File: config.mk
export PLATFORM = sky130hd
export DESIGN_NAME = psu_fault_supervisor
export DESIGN_NICKNAME = d
export VERILOG_FILES = /design/src/psu_fault_supervisor.v /design/src/energy_decay.v
export VERILOG_INCLUDE_DIRS = /design/src /design/src/src
export SDC_FILE = /design/constraint.sdc
export NUM_CORES = 1
export LEC_CHECK = 0
export BUFFER_PORTS_ARGS = -buffer_cell sky130_fd_sc_hd__buf_2
export CORE_ASPECT_RATIO = 0.5
export CORE_MARGIN = 1.5
export CORE_UTILIZATION = 55
export CTS_CLUSTER_SIZE = 20
export DETAILED_ROUTE_END_ITERATION = 12
export PLACE_DENSITY = 0.72
export SKIP_LAST_GASP = 1
export SYNTH_ARGS = -nofsm -noshare
export SYNTH_HDL_FRONTEND = slang
export SYNTH_HIERARCHICAL = 1
export SYNTH_SLANG_ARGS = --single-unit
File: constraint.sdc
create_clock -name clk -period 7.9 [get_ports clk]
set_clock_uncertainty 0.05 [all_clocks]
set_input_delay 0.79 -clock clk [delete_from_list [all_inputs] [get_ports clk]]
set_output_delay 0.79 -clock clk [all_outputs]
set_load 0.01 [all_outputs]
File: src/psu_fault_consts.vh
`ifndef PSU_FAULT_CONSTS_VH
`define PSU_FAULT_CONSTS_VH
// system clock rate
`define CLK_HZ 200000000
// sub-tick for hold timing and energy decay (10 ms)
`define TICK_MS 10
`define TICK_CYCLES ((`CLK_HZ / 1000) * `TICK_MS)
// error codes
`define CODE_NONE 4'h0
`define CODE_UNDERVOLT 4'h1
`define CODE_OVERVOLT 4'h2
`define CODE_RIPPLE 4'h3
`define CODE_ENERGY 4'h7
// hold intervals in seconds, scaled by TICKS_PER_S ticks of 10 ms
`define HOLD_UNDERVOLT_S 5
`define HOLD_OVERVOLT_S 5
`define HOLD_RIPPLE_S 10
`define HOLD_ENERGY_S 10
`define TICKS_PER_S 100
// ripple persistence in ms
`define RIPPLE_MS 700
// decay: 1 % time in ms per energy class (100 % is 100 times that)
`define DECAY_BRAKE_MS 500
`define DECAY_CHARGE_MS 500
`define DECAY_CABLE_MS 24800
`define DECAY_DEV_MS 150
`define DECAY_DEVCH_MS 170
// energy accumulators: number and full scale (percent)
`define N_ENERGY 7
`define ENERGY_FULL 7'h64
// non-volatile mask: brake, charge, cable ch1, cable ch2
`define ENERGY_NV_MASK 7'h0F
// one-hot states
`define ST_AWAIT 6'h01
`define ST_CHECK 6'h02
`define ST_OPER 6'h04
`define ST_WARN 6'h08
`define ST_FAULT 6'h10
`define ST_OFF 6'h20
`endif

File: src/psu_fault_supervisor.v
// How it works
// - malfunctions split into warnings and errors
// - an error opens the supply contact unless mains is already absent
// - limits are checked in operating and warning states
// - any quantity beyond its limit enters the error state
// - errors latch until the next reset
// - undervoltage latches only when drawing mains, else self-clears
// - clear input rising edge with preconditions goes to await mains
// - after control power cycle, start in await mains if allowed
// - reset refused until the error's hold interval has elapsed
// - energy errors also refused until the energy is discharged
// - hold interval is discarded on control power loss
// - brake, charge and cable energy survive power loss; device not
// - brake and charge energy: 1 % per 0.5 s, all in 50 s
// - cable energy per channel: 1 % per 24.8 s, all in 2480 s
// - device energy 1 % per 0.15 s; per channel 1 % per 0.17 s
// - rms undervoltage gives code 1, hold 5 s
// - rms overvoltage gives code 2, hold 5 s
// - ripple over 25 % for 700 ms gives code 3, hold 10 s
// - clear requests over the bus link are ignored
// - after the hold time, recover or stay in error
`include "psu_fault_consts.vh"
module psu_fault_supervisor #(
   parameter [31:0] TICK_CYCLES = `TICK_CYCLES
) (
   input wire clk,
   input wire reset_n,
   input wire fault_clear_input,
   input wire bus_clear_request,
   input wire mains_input_voltage,
   input wire mains_ok,
   input wire check_done,
   input wire check_pass,
   input wire under_voltage,
   input wire over_voltage,
   input wire ripple_high,
   input wire warning_level,
   input wire [6:0] energy_overload,
   input wire [27:0] nv_energy_in,
   input wire nv_valid,
   output reg supply_enable_contact,
   output reg [5:0] state_ff,
   output reg [3:0] error_code_ff,
   output reg error_active_ff,
   output reg warning_active_ff,
   output reg [27:0] nv_energy_out,
   output wire reset_allowed
);
   localparam [31:0] RIPPLE_TICKS = `RIPPLE_MS / `TICK_MS;

   // 1 % step lengths in ticks per accumulator
   function [31:0] step_ticks;
      input integer idx;
      begin
         case (idx)
            0: step_ticks = `DECAY_BRAKE_MS / `TICK_MS;
            1: step_ticks = `DECAY_CHARGE_MS / `TICK_MS;
            2: step_ticks = `DECAY_CABLE_MS / `TICK_MS;
            3: step_ticks = `DECAY_CABLE_MS / `TICK_MS;
            4: step_ticks = `DECAY_DEV_MS / `TICK_MS;
            default: step_ticks = `DECAY_DEVCH_MS / `TICK_MS;
         endcase
      end
   endfunction

   // hold interval in ticks for an error code
   function [31:0] hold_ticks;
      input [3:0] code;
      begin
         case (code)
            `CODE_UNDERVOLT: hold_ticks = `HOLD_UNDERVOLT_S * `TICKS_PER_S;
            `CODE_OVERVOLT: hold_ticks = `HOLD_OVERVOLT_S * `TICKS_PER_S;
            `CODE_RIPPLE: hold_ticks = `HOLD_RIPPLE_S * `TICKS_PER_S;
            default: hold_ticks = `HOLD_ENERGY_S * `TICKS_PER_S;
         endcase
      end
   endfunction

   // three-stage synchroniser for the clear pin
   reg [2:0] clr_sync_ff;
   reg clr_state_ff;
   reg clr_prev_ff;
   always @(posedge clk or negedge reset_n) begin
      if (!reset_n) begin
         clr_sync_ff <= 3'h0;
         clr_state_ff <= 1'b0;
      end else begin
         clr_sync_ff <= {clr_sync_ff[1:0], fault_clear_input};
         // a level counts once the second and third stage agree
         if (clr_sync_ff[1] == clr_sync_ff[2])
            clr_state_ff <= clr_sync_ff[2];
      end
   end

   // previous settled level, reset high so reset makes no false edge
   always @(posedge clk or negedge reset_n) begin
      if (!reset_n) clr_prev_ff <= 1'b1;
      else clr_prev_ff <= clr_state_ff;
   end

   // low sample then high sample
   wire clr_rise = clr_state_ff & ~clr_prev_ff;

   // three-stage synchroniser for the mains presence pin
   reg [2:0] mains_sync_ff;
   reg mains_state_ff;
   always @(posedge clk or negedge reset_n) begin
      if (!reset_n) begin
         mains_sync_ff <= 3'h0;
         mains_state_ff <= 1'b0;
      end else begin
         mains_sync_ff <= {mains_sync_ff[1:0], mains_input_voltage};
         if (mains_sync_ff[1] == mains_sync_ff[2])
            mains_state_ff <= mains_sync_ff[2];
      end
   end

   // shared time base
   // one pulse every TICK_CYCLES clocks drives all slow timing
   reg [31:0] tick_cnt_ff;
   reg tick_ff;
   always @(posedge clk or negedge reset_n) begin
      if (!reset_n) begin
         tick_cnt_ff <= 32'd0;
         tick_ff <= 1'b0;
      end else if (tick_cnt_ff >= TICK_CYCLES - 32'd1) begin
         tick_cnt_ff <= 32'd0;
         tick_ff <= 1'b1;
      end else begin
         tick_cnt_ff <= tick_cnt_ff + 32'd1;
         tick_ff <= 1'b0;
      end
   end

   // energy accumulators, one per overload source
   wire [6:0] drained;
   wire [48:0] levels;
   genvar gi;
   generate
      for (gi = 0; gi < `N_ENERGY; gi = gi + 1) begin : g_energy
         wire [6:0] nv_in;
         if (gi < 4) begin : g_nv
            assign nv_in = nv_energy_in[gi*7 +: 7];
         end else begin : g_vol
            assign nv_in = 7'h00;
         end
         energy_decay #(
            .STEP_TICKS(step_ticks(gi)),
            .NV((`ENERGY_NV_MASK >> gi) & 1)
         ) u_decay (
            .clk(clk),
            .reset_n(reset_n),
            .tick(tick_ff),
            .overload(energy_overload[gi]),
            .nv_level(nv_in),
            .nv_valid(nv_valid),
            .level_ff(levels[gi*7 +: 7]),
            .drained(drained[gi])
         );
      end
   endgenerate

   // save only the retained accumulators
   // the device accumulators 4 to 6 are volatile and never saved
   always @(posedge clk or negedge reset_n) begin
      if (!reset_n) begin
         nv_energy_out <= 28'h0000000;
      end else begin
         nv_energy_out <= levels[27:0];
      end
   end

   // ripple persistence counter, restarts whenever ripple drops
   reg [31:0] ripple_cnt_ff;
   wire ripple_err = (ripple_cnt_ff >= RIPPLE_TICKS);
   always @(posedge clk or negedge reset_n) begin
      if (!reset_n) begin
         ripple_cnt_ff <= 32'd0;
      end else if (!ripple_high) begin
         ripple_cnt_ff <= 32'd0;
      end else if (tick_ff && !ripple_err) begin
         // stops at the limit so the count cannot wrap
         ripple_cnt_ff <= ripple_cnt_ff + 32'd1;
      end
   end

   // monitoring applies only in operating and warning states
   wire monitoring = (state_ff == `ST_OPER) || (state_ff == `ST_WARN);
   wire energy_trip = |energy_overload;
   wire any_trip = under_voltage | over_voltage | ripple_err | energy_trip;

   // priority code of the detected error
   reg [3:0] trip_code;
   always @* begin
      if (under_voltage) trip_code = `CODE_UNDERVOLT;
      else if (over_voltage) trip_code = `CODE_OVERVOLT;
      else if (ripple_err) trip_code = `CODE_RIPPLE;
      else trip_code = `CODE_ENERGY;
   end

   // hold interval counter, volatile so lost on power-down
   reg [31:0] hold_cnt_ff;
   reg under_on_mains_ff;
   wire hold_done = (hold_cnt_ff == 32'd0);
   assign reset_allowed = error_active_ff && hold_done
      && (&drained);

   // self-clearing undervoltage when not drawing from mains
   wire auto_clear = error_active_ff && !under_on_mains_ff
      && (error_code_ff == `CODE_UNDERVOLT) && mains_state_ff
      && !under_voltage;

   // a clear is taken only from the pin, never from the bus
   wire clear_taken = clr_rise && reset_allowed;

   reg [5:0] nxt_state;
   always @* begin
      nxt_state = state_ff;
      case (state_ff)
         `ST_OFF: begin
            // wait for a saved level to load before judging the drain
            if (&drained && !nv_valid) nxt_state = `ST_AWAIT;
         end
         `ST_AWAIT: if (mains_ok) nxt_state = `ST_CHECK;
         `ST_CHECK: begin
            if (check_done)
               nxt_state = check_pass ? `ST_OPER : `ST_FAULT;
         end
         `ST_OPER, `ST_WARN: begin
            if (monitoring && any_trip)
               nxt_state = `ST_FAULT;
            else if (warning_level)
               nxt_state = `ST_WARN;
            else
               nxt_state = `ST_OPER;
         end
         `ST_FAULT: begin
            // bus_clear_request has no effect here
            if (clear_taken || auto_clear)
               nxt_state = `ST_AWAIT;
         end
         default: nxt_state = `ST_OFF;
      endcase
   end

   // fault entry and exit events
   wire fault_entry = (state_ff != `ST_FAULT) && (nxt_state == `ST_FAULT);
   wire fault_exit = (state_ff == `ST_FAULT) && (nxt_state == `ST_AWAIT);
   // code of the error being entered; a failed output check reports 1
   wire [3:0] entry_code = any_trip ? trip_code : `CODE_UNDERVOLT;

   // operating state register; reset discards the running hold
   always @(posedge clk or negedge reset_n) begin
      if (!reset_n) state_ff <= `ST_OFF;
      else state_ff <= nxt_state;
   end

   // warning class flag, shown while the state is warning
   always @(posedge clk or negedge reset_n) begin
      if (!reset_n) warning_active_ff <= 1'b0;
      else warning_active_ff <= (nxt_state == `ST_WARN);
   end

   // latched error and its code, held until a reset
   always @(posedge clk or negedge reset_n) begin
      if (!reset_n) begin
         error_active_ff <= 1'b0;
         error_code_ff <= `CODE_NONE;
      end else if (fault_entry) begin
         error_active_ff <= 1'b1;
         error_code_ff <= entry_code;
      end else if (fault_exit) begin
         error_active_ff <= 1'b0;
         error_code_ff <= `CODE_NONE;
      end
   end

   // hold interval, volatile so lost on power-down
   always @(posedge clk or negedge reset_n) begin
      if (!reset_n) hold_cnt_ff <= 32'd0;
      else if (fault_entry) hold_cnt_ff <= hold_ticks(entry_code);
      else if (tick_ff && !hold_done)
         hold_cnt_ff <= hold_cnt_ff - 32'd1;
   end

   // remember whether the fault arose while drawing from mains
   always @(posedge clk or negedge reset_n) begin
      if (!reset_n) under_on_mains_ff <= 1'b0;
      else if (fault_entry) under_on_mains_ff <= mains_state_ff;
   end

   // contact closed outside power-off; in fault it opens unless mains
   // is already gone, which leaves nothing to interrupt
   wire contact_open = (nxt_state == `ST_FAULT) && mains_state_ff;
   always @(posedge clk or negedge reset_n) begin
      if (!reset_n) supply_enable_contact <= 1'b0;
      else supply_enable_contact <= (nxt_state != `ST_OFF) && !contact_open;
   end
endmodule

File: src/energy_decay.v
`include "psu_fault_consts.vh"
// one accumulated-energy channel: loads on overload, loses 1 % per step
module energy_decay #(
   parameter [31:0] STEP_TICKS = 32'd50,
   parameter NV = 0
) (
   input wire clk,
   input wire reset_n,
   input wire tick,
   input wire overload,
   input wire [6:0] nv_level,
   input wire nv_valid,
   output reg [6:0] level_ff,
   output wire drained
);
   reg [31:0] step_ff;
   reg [31:0] nxt_step;
   reg [6:0] nxt_level;
   reg nv_taken_ff;

   // decay one percent per step, restore a saved level once if kept
   always @* begin
      nxt_level = level_ff;
      nxt_step = step_ff;
      if (nv_valid && !nv_taken_ff && NV != 0) begin
         nxt_level = nv_level;
      end else if (overload) begin
         nxt_level = `ENERGY_FULL;
         nxt_step = 32'd0;
      end else if (tick && level_ff != 7'h00) begin
         if (step_ff >= STEP_TICKS - 32'd1) begin
            nxt_step = 32'd0;
            nxt_level = level_ff - 7'h01;
         end else begin
            nxt_step = step_ff + 32'd1;
         end
      end
   end

   // state registers
   always @(posedge clk or negedge reset_n) begin
      if (!reset_n) begin
         level_ff <= 7'h00;
         step_ff <= 32'd0;
         nv_taken_ff <= 1'b0;
      end else begin
         level_ff <= nxt_level;
         step_ff <= nxt_step;
         if (nv_valid) nv_taken_ff <= 1'b1;
      end
   end

   assign drained = (level_ff == 7'h00);
endmodule

==> results.py, run 1 <==
metrics = {
    "sta": {
        "totalNegativeSetupSlack_ns": 0,
        "hold_viol": 0,
        "timing.max_slew.rel_slack_pct": 24.9,
        "rsz0062_at_grt": "false",
        "crit_path_setup_slack_layout_ns": 3.89,
        "timing.final.crit_share_pct": 50.7,
        "final_period_minus_worst_setup_slack_ns": 4.01,
        "max_slew.worst_pin.slew_ns": 1.12,
        "report.final.setup_viol": 0,
        "achievable-frequency_mhz": 249,
        "hold_ws_ns": 0.298,
        "slew_viol_final": 0,
    },
    "cts": {
        "cts-buffers-inserted": 39,
        "cts.clk_slew.worst_paths_ns": 0.07,
        "cts_root_buffer": "sky130_fd_sc_hd__clkbuf_16",
        "cts-resized-gates": 0,
        "cts_setup_buffers": 0,
        "worst_skew_pair.late_latency_ns": 0.55,
        "clock_tree_from_tritoncts": "done",
        "tritoncts_num_sinks": 424,
        "cts_hold_repair.buffers": 0,
        "cts_htree_levels": 2,
        "buffer_depth_of_the_longest_clock_path": 3,
    },
    "drt": {
        "drtPass1Iterations": 5,
        "first_iter_violations": 1036,
        "remaining_drc_errors": 0,
        "post_drt_wl_per_cell_um": 16.2,
        "avgViaCountPerCell": 5.84,
        "num_vias": 14600,
        "final_antenna_net_count": 0,
        "totalWireLength_mm": 40.6,
    },
    "finish": {
        "synth_to_layout_area_growth_pct": 11.0,
        "layout-drive-gt1-share_pct": 12.4,
        "nNetsFinal": 2072,
        "stdcell_area_sq_um": 21900,
        "final_cells": 2502,
        "fin_util_pct": 62.7,
    },
    "place": {
        "place_ws_ns": 4.50,
        "gp_congestion": 0.843,
        "placedCellCount": 2427,
        "dp_hpwl_mm": 26.7,
        "place.port_buffers": 87,
        "placed_area_sq_um": 20600,
    },
    "synthesis": {
        "synthesized_instance_count": 1902,
        "yosysTopAreaCellShare_pct": 53.5,
        "synthesis.yosys.warnings": 6,
        "ys_types": 101,
        "synth.yosys.seq_area_share_pct": 53.8,
        "synth.most_common_cell": "sky130_fd_sc_hd__dfrtp_1",
        "synthTopCellsByArea": "sky130_fd_sc_hd__dfrtp_1 (54%), sky130_fd_sc_hd__nor2_1 (5.5%), sky130_fd_sc_hd__nor4_1 (2.2%)",
        "post_synthesis_average_cell_area_sq_um": 10.4,
        "synth-seq-cells": 424,
        "synth_flop_cell": "sky130_fd_sc_hd__dfrtp_1",
        "proportion_of_register_bits_with_asynchronous_set_or_reset_after_synthesis_pct": 100,
        "netlist_area_sq_um": 19700,
        "yosysTopAreaCell": "sky130_fd_sc_hd__dfrtp_1",
        "number_of_flops_mapped_to_enable_cells_by_yosys": 0,
        "synth_top_cells_by_count": "sky130_fd_sc_hd__dfrtp_1 (422), sky130_fd_sc_hd__nor2_1 (291), sky130_fd_sc_hd__nand2_1 (90)",
    },
    "job": {
        "maxCapViolCount": 0,
    },
    "critical_path": {
        "worst_ep_arrival_time_ns": 3.17,
        "timing.critical_path.fanout_max": 7,
        "worst-setup-path-type": "reg -> out",
        "crit_path_end_kind": "output port",
        "cp.required_ns": 7.06,
        "timing.critical_path.from_type": "flop",
    },
    "power_and_ir_drop": {
        "ir_drop_mv": 0.136,
        "power.leakage_nw": 9.59,
        "areal_power_density_over_the_cells_nw_per_um2": 206,
        "finalPower_mw": 4.51,
    },
    "global_route": {
        "grt_first_pass_wirelength_mm": 68.4,
        "grt_pass1_vias": 13700,
        "antenna_found_initial": 4,
        "grt_use_total_pct": 22.2,
        "largest_net_degree_at_the_start_of_global_routing": 163,
        "grt_remaining_overflow": 0,
    },
    "floorplan": {
        "starting_density_of_the_core_pct": 56.5,
        "fp.dieH_um": 137,
        "dieArea_sq_um": 37100,
        "die_width_um": 271,
        "core-area_sq_um": 34900,
        "row_count": 48,
        "io_pins": 90,
    },
    "hold_path": {
        "hp-class": "in -> async",
    },
    "outcome": {
        "status": "complete, no violations",
    },
}
==> sequential cells by signal (all words and copies together) (netlist names), 4 cells and up <==
| name | flops |
|---|---|
| g_energy.u_decay/level_ff | 49 |
| g_energy.u_decay/nv_taken_ff | 4 |
| g_energy.u_decay/step_ff | 224 |
| hold_cnt_ff | 32 |
| nv_energy_out | 28 |
| ripple_cnt_ff | 32 |
| state_ff | 6 |
| tick_cnt_ff | 32 |
==> final timing paths <==
| path | from | end | slack [ns] | cells past startpoint |
|---|---|---|---|---|
| max in group asynchronous | reset_n | g_energy[1].u_decay/step_ff[0] | 6.07 | 2 |
| min reg2reg | clr_sync_ff[0] | clr_sync_ff[1] | 0.30 | 0 |
| max reg2reg | state_ff[4] | hold_cnt_ff[4] | 4.65 | 6 |
| min in group clk | clr_sync_ff[0] | clr_sync_ff[1] | 0.30 | 0 |
| max | hold_cnt_ff[3] | reset_allowed | 3.89 | 5 |
| min | reset_n | tick_cnt_ff[30] | 0.30 | 1 |
==> kinds of logic after synthesis <==
kind of cell / synth area share [%]
other: 0.0190
AND/OR/NAND/NOR: 24.8
AO/OA/AOI/OAI: 12.4
multiplexers: 0.761
buffers and inverters: 2.66
adder cells (fa/ha/maj): 2.07
flip-flops: 53.8
XOR/XNOR: 3.51
==> worst max-delay path, stage by stage, from the launching register on <==
cell,delay [ns]
sky130_fd_sc_hd__dfrtp_1,0.43
sky130_fd_sc_hd__or4_1,0.66
sky130_fd_sc_hd__or4_4,0.58
sky130_fd_sc_hd__or4_1,0.60
sky130_fd_sc_hd__nor2_1,0.20
sky130_fd_sc_hd__buf_2,0.16
==> where the power goes <==
group	internal (mW)	leakage, nW	switching [mW]
clock network	1.10	0.654	0.831
logic	0.107	3.33	0.175
registers	2.23	5.61	0.0675
==> layer usage <==
metal	share of wire [%]	track usage [%]	vias to the layer above	wire length [um]
met4	1.1	4.90	0	465
li1	-	-	7112	-
met1	49	32.9	7224	20100
met5	0	0	-	0
met3	3.8	3.82	49	1550
met2	46	34.5	222	18500
==> cell type report <==
cell class                 count  area, sq um
fill                        2818        13000
sequential                   424        10600
multi-input combinational   1379         8630
clock buffer                  53         1120
tap                          475          594
timing repair buffer          93          515
inverter                      56          210
clock inverter                19          200
antenna                        3         7.51
==> placed cells by master, fill, tap and decap left out, types with 7 or more instances in the layout <==
cell type and instances:
sky130_fd_sc_hd__and2_1 67, sky130_fd_sc_hd__and3_1 33, sky130_fd_sc_hd__clkinv_2 10, sky130_fd_sc_hd__ha_1 31, sky130_fd_sc_hd__nand2b_1 10, sky130_fd_sc_hd__o21a_1 30
sky130_fd_sc_hd__nor3_2 8, sky130_fd_sc_hd__a21oi_1 71, sky130_fd_sc_hd__a21o_1 10, sky130_fd_sc_hd__and4_1 22, sky130_fd_sc_hd__buf_2 86, sky130_fd_sc_hd__or2_2 19
sky130_fd_sc_hd__a31oi_1 59, sky130_fd_sc_hd__nor3_1 62, sky130_fd_sc_hd__o31ai_1 9, sky130_fd_sc_hd__xor2_1 38, sky130_fd_sc_hd__xnor2_1 41, sky130_fd_sc_hd__or4_1 12
sky130_fd_sc_hd__nand3_1 65, sky130_fd_sc_hd__nand2_1 90, sky130_fd_sc_hd__or3_1 22, sky130_fd_sc_hd__nand3b_1 14, sky130_fd_sc_hd__dfrtp_1 422, sky130_fd_sc_hd__nor2b_1 12
sky130_fd_sc_hd__a211oi_1 8, sky130_fd_sc_hd__nor4_1 70, sky130_fd_sc_hd__nor2_1 291, sky130_fd_sc_hd__o21ai_0 33, sky130_fd_sc_hd__clkbuf_16 40, sky130_fd_sc_hd__nand4_1 54
sky130_fd_sc_hd__clkbuf_8 7, sky130_fd_sc_hd__inv_1 54, sky130_fd_sc_hd__conb_1 12, sky130_fd_sc_hd__mux2_2 7, sky130_fd_sc_hd__a41oi_1 27
Note: power is estimated with default switching activity, not from simulation.
==> run 2, diff against run 1 <==
--- a/config.mk
+++ b/config.mk
@@ -12,7 +12,7 @@
 export CORE_UTILIZATION = 55
 export CTS_CLUSTER_SIZE = 20
 export DETAILED_ROUTE_END_ITERATION = 12
-export PLACE_DENSITY = 0.72
+export PLACE_DENSITY = 0.75
 export SKIP_LAST_GASP = 1
 export SYNTH_ARGS = -nofsm -noshare
 export SYNTH_HDL_FRONTEND = slang
==> constraint.sdc (replaced) <==
create_clock -name clk -period 3.25 [get_ports clk]
set_clock_uncertainty 0.05 [all_clocks]
set_input_delay 0.325 -clock clk [delete_from_list [all_inputs] [get_ports clk]]
set_output_delay 0.325 -clock clk [all_outputs]
set_load 0.01 [all_outputs]
==> results.py, run 2 (synthesized netlist as in run 1, its figures left out) <==
metrics = {
    "drt": {
        "avgViaCountPerCell": 5.92,
        "first_iter_violations": 1258,
        "num_vias": 15100,
        "totalWireLength_mm": 42.1,
        "post_drt_wl_per_cell_um": 16.5,
        "remaining_drc_errors": 0,
        "final_antenna_net_count": 0,
        "drtPass1Iterations": 5,
    },
    "critical_path": {
        "r2r_start": "g_energy[4].u_decay/level_ff[3]",
        "crit_path_max_incr_delay_ns": 0.54,
        "cp.required_ns": 2.87,
        "timing.critical_path.from_type": "flop",
        "timing.critical_path.fanout_max": 5,
        "worst-setup-path-type": "reg -> out",
        "worst_setup_path_startpoint": "hold_cnt_ff[10]",
        "crit_path_end_kind": "output port",
        "top_cell_by_count_worst_path": "sky130_fd_sc_hd__or4_4",
        "path_cells": "or4_4 -> or4_4 -> or4_4 -> nor2_2 -> buf_2",
        "cp_slowest_cell": "sky130_fd_sc_hd__or4_4",
        "worst_ep_arrival_time_ns": 2.69,
    },
    "sta": {
        "achievable-frequency_mhz": 326,
        "hold_viol": 0,
        "rsz0062_at_grt": "false",
        "totalNegativeSetupSlack_ns": 0,
        "timing.max_slew.rel_slack_pct": 28.4,
        "report.final.setup_viol": 0,
        "final_period_minus_worst_setup_slack_ns": 3.07,
        "max_slew.worst_pin.slew_ns": 1.07,
        "timing.final.crit_share_pct": 94.4,
        "slew_viol_final": 0,
    },
    "power_and_ir_drop": {
        "seqPwrFrac_pct": 50.2,
        "netSwitchingPower_mw": 2.54,
        "comb_power_share_pct": 6.8,
        "p_sw_share_pct": 22.8,
        "power.clock.fraction_pct": 43.0,
        "ir_drop_mv": 0.348,
        "power.leakage_nw": 9.87,
        "cell_internal_power_dissipation_mw": 8.59,
        "areal_power_density_over_the_cells_nw_per_um2": 496,
    },
    "finish": {
        "layout-drive-gt1-share_pct": 13.2,
        "final_cells": 2549,
        "mostFrequentLayoutCell": "sky130_fd_sc_hd__dfrtp_1",
        "final_cell_mix": "sky130_fd_sc_hd__dfrtp_1 (421), sky130_fd_sc_hd__nor2_1 (290), sky130_fd_sc_hd__nand2_1 (90)",
        "register_with_the_most_flip_flops": "g_energy.u_decay/step_ff",
        "synth_to_layout_area_growth_pct": 13.8,
        "largest_register_ffs": 224,
        "area_occupied_by_multi_input_gates_sq_um": 8640,
        "largest_registers": "g_energy.u_decay/step_ff (224), g_energy.u_decay/level_ff (49)",
        "sequential_cell_area_sq_um": 10600,
        "antennaDiodeCount": 0,
        "filler_cell_count": 2754,
        "nNetsFinal": 2128,
    },
    "cts": {
        "clock_tree_from_tritoncts": "done",
        "cts.clk_slew.worst_paths_ns": 0.06,
        "worst_skew_pair.late_latency_ns": 0.55,
        "tritoncts_num_sinks": 424,
        "cts_htree_levels": 2,
        "cts-buffers-inserted": 38,
        "cts_root_buffer": "sky130_fd_sc_hd__clkbuf_16",
        "buffer_depth_of_the_longest_clock_path": 3,
    },
    "floorplan": {
        "die_width_um": 271,
        "starting_density_of_the_core_pct": 56.5,
        "dieArea_sq_um": 37100,
        "row_count": 48,
        "fp.dieH_um": 137,
        "io_pins": 90,
        "core-area_sq_um": 34900,
    },
    "outcome": {
        "status": "complete, no violations",
    },
    "global_route": {
        "largest_net_degree_at_the_start_of_global_routing": 85,
        "grt_first_pass_wirelength_mm": 70.4,
        "antenna_found_initial": 1,
        "grt_use_total_pct": 22.9,
        "grt_pass1_vias": 14300,
        "grt_remaining_overflow": 0,
    },
    "place": {
        "dp_hpwl_mm": 28.1,
        "gp_congestion": 0.841,
        "place.port_buffers": 87,
        "placedCellCount": 2452,
    },
    "job": {
        "maxCapViolCount": 0,
    },
    "hold_path": {
        "hp-class": "in -> reg",
        "min-delay-start": "nv_energy_in[10]",
    },
}
[run 2: changes by cell type in the layout (fill, tap and decap cells not counted), sizes merged]
cell,before,now
clkinvlp,2,0
bufinv,3,6
inv,56,54
clkinv,14,4
diode,3,0
clkbuf,53,57
buf,93,123
dlygate4sd3,0,27
[run 2: repair_timing]
action                                  4_1_cts  5_1_grt
buffers inserted                              2        3
hold buffers                                 27        0
pin swaps                                     2        3
resized for setup                             3        2
hold endpoints to repair                    101        0
endpoints found under the setup margin        1        1
gates cloned                                  0        0
[run 2: final timing paths]
check	endpoint	slack (ns)	depth (start not counted)
min	g_energy[1].u_decay/level_ff[3]	0.02	3
min reg2reg	mains_sync_ff[1]	0.30	0
min in group asynchronous	g_energy[2].u_decay/step_ff[24]	0.33	2
max reg2reg	error_code_ff[1]	0.19	7
max in group asynchronous	g_energy[0].u_decay/step_ff[3]	1.83	4
max	reset_allowed	0.18	5
[run 2: power groups by stage]
stage               clock, mW  sequential (mW)  combinational (mW)
finish                   4.79             5.58               0.761
global route             5.09             5.60               0.859
CTS                      4.89             5.57               0.766
detailed placement          0             5.67               0.717
global placement            0             5.66               0.697
floorplan                   0             5.64               0.447
[run 2: cell type report]
type	count	share of cell area, %
tap	475	2.65
multi-input combinational	1379	38.5
inverter	56	0.937
sequential	424	47.3
timing repair buffer	150	4.73
clock inverter	8	0.848
clock buffer	57	5.02
[run 2: critical path, delay by kind of cell, from the launching register on]
kind	cells	cell delay [ns]
buffers and inverters	1	0.14
AND/OR/NAND/NOR	4	1.59
flip-flops	1	0.43
[run 2: per-layer routing]
metal  GRT usage (%)  wire, um
met1            32.5     19800
met2            36.9     19800
met3            3.58      1660
met4            6.39       877
met5               0         0
[run 2: through the flow]
| step | setup WS [ns] | util (%) | hold slack [ns] | instance area (sq um) | total power [mW] |
|---|---|---|---|---|---|
| global route | 0.0671 | 64.3 | 0.0166 | 22400 | 11.6 |
| global placement | 0.292 | 59.6 | 0.285 | 20800 | 6.36 |
| floorplan | 0.519 | - | -0.0206 | 19800 | 6.08 |
| CTS | 0.00946 | 64.2 | 0.00132 | 22400 | 11.2 |
| finish | 0.182 | 64.3 | 0.0175 | 22400 | 11.1 |
| detailed placement | 0.241 | 59.6 | 0.286 | 20800 | 6.39 |
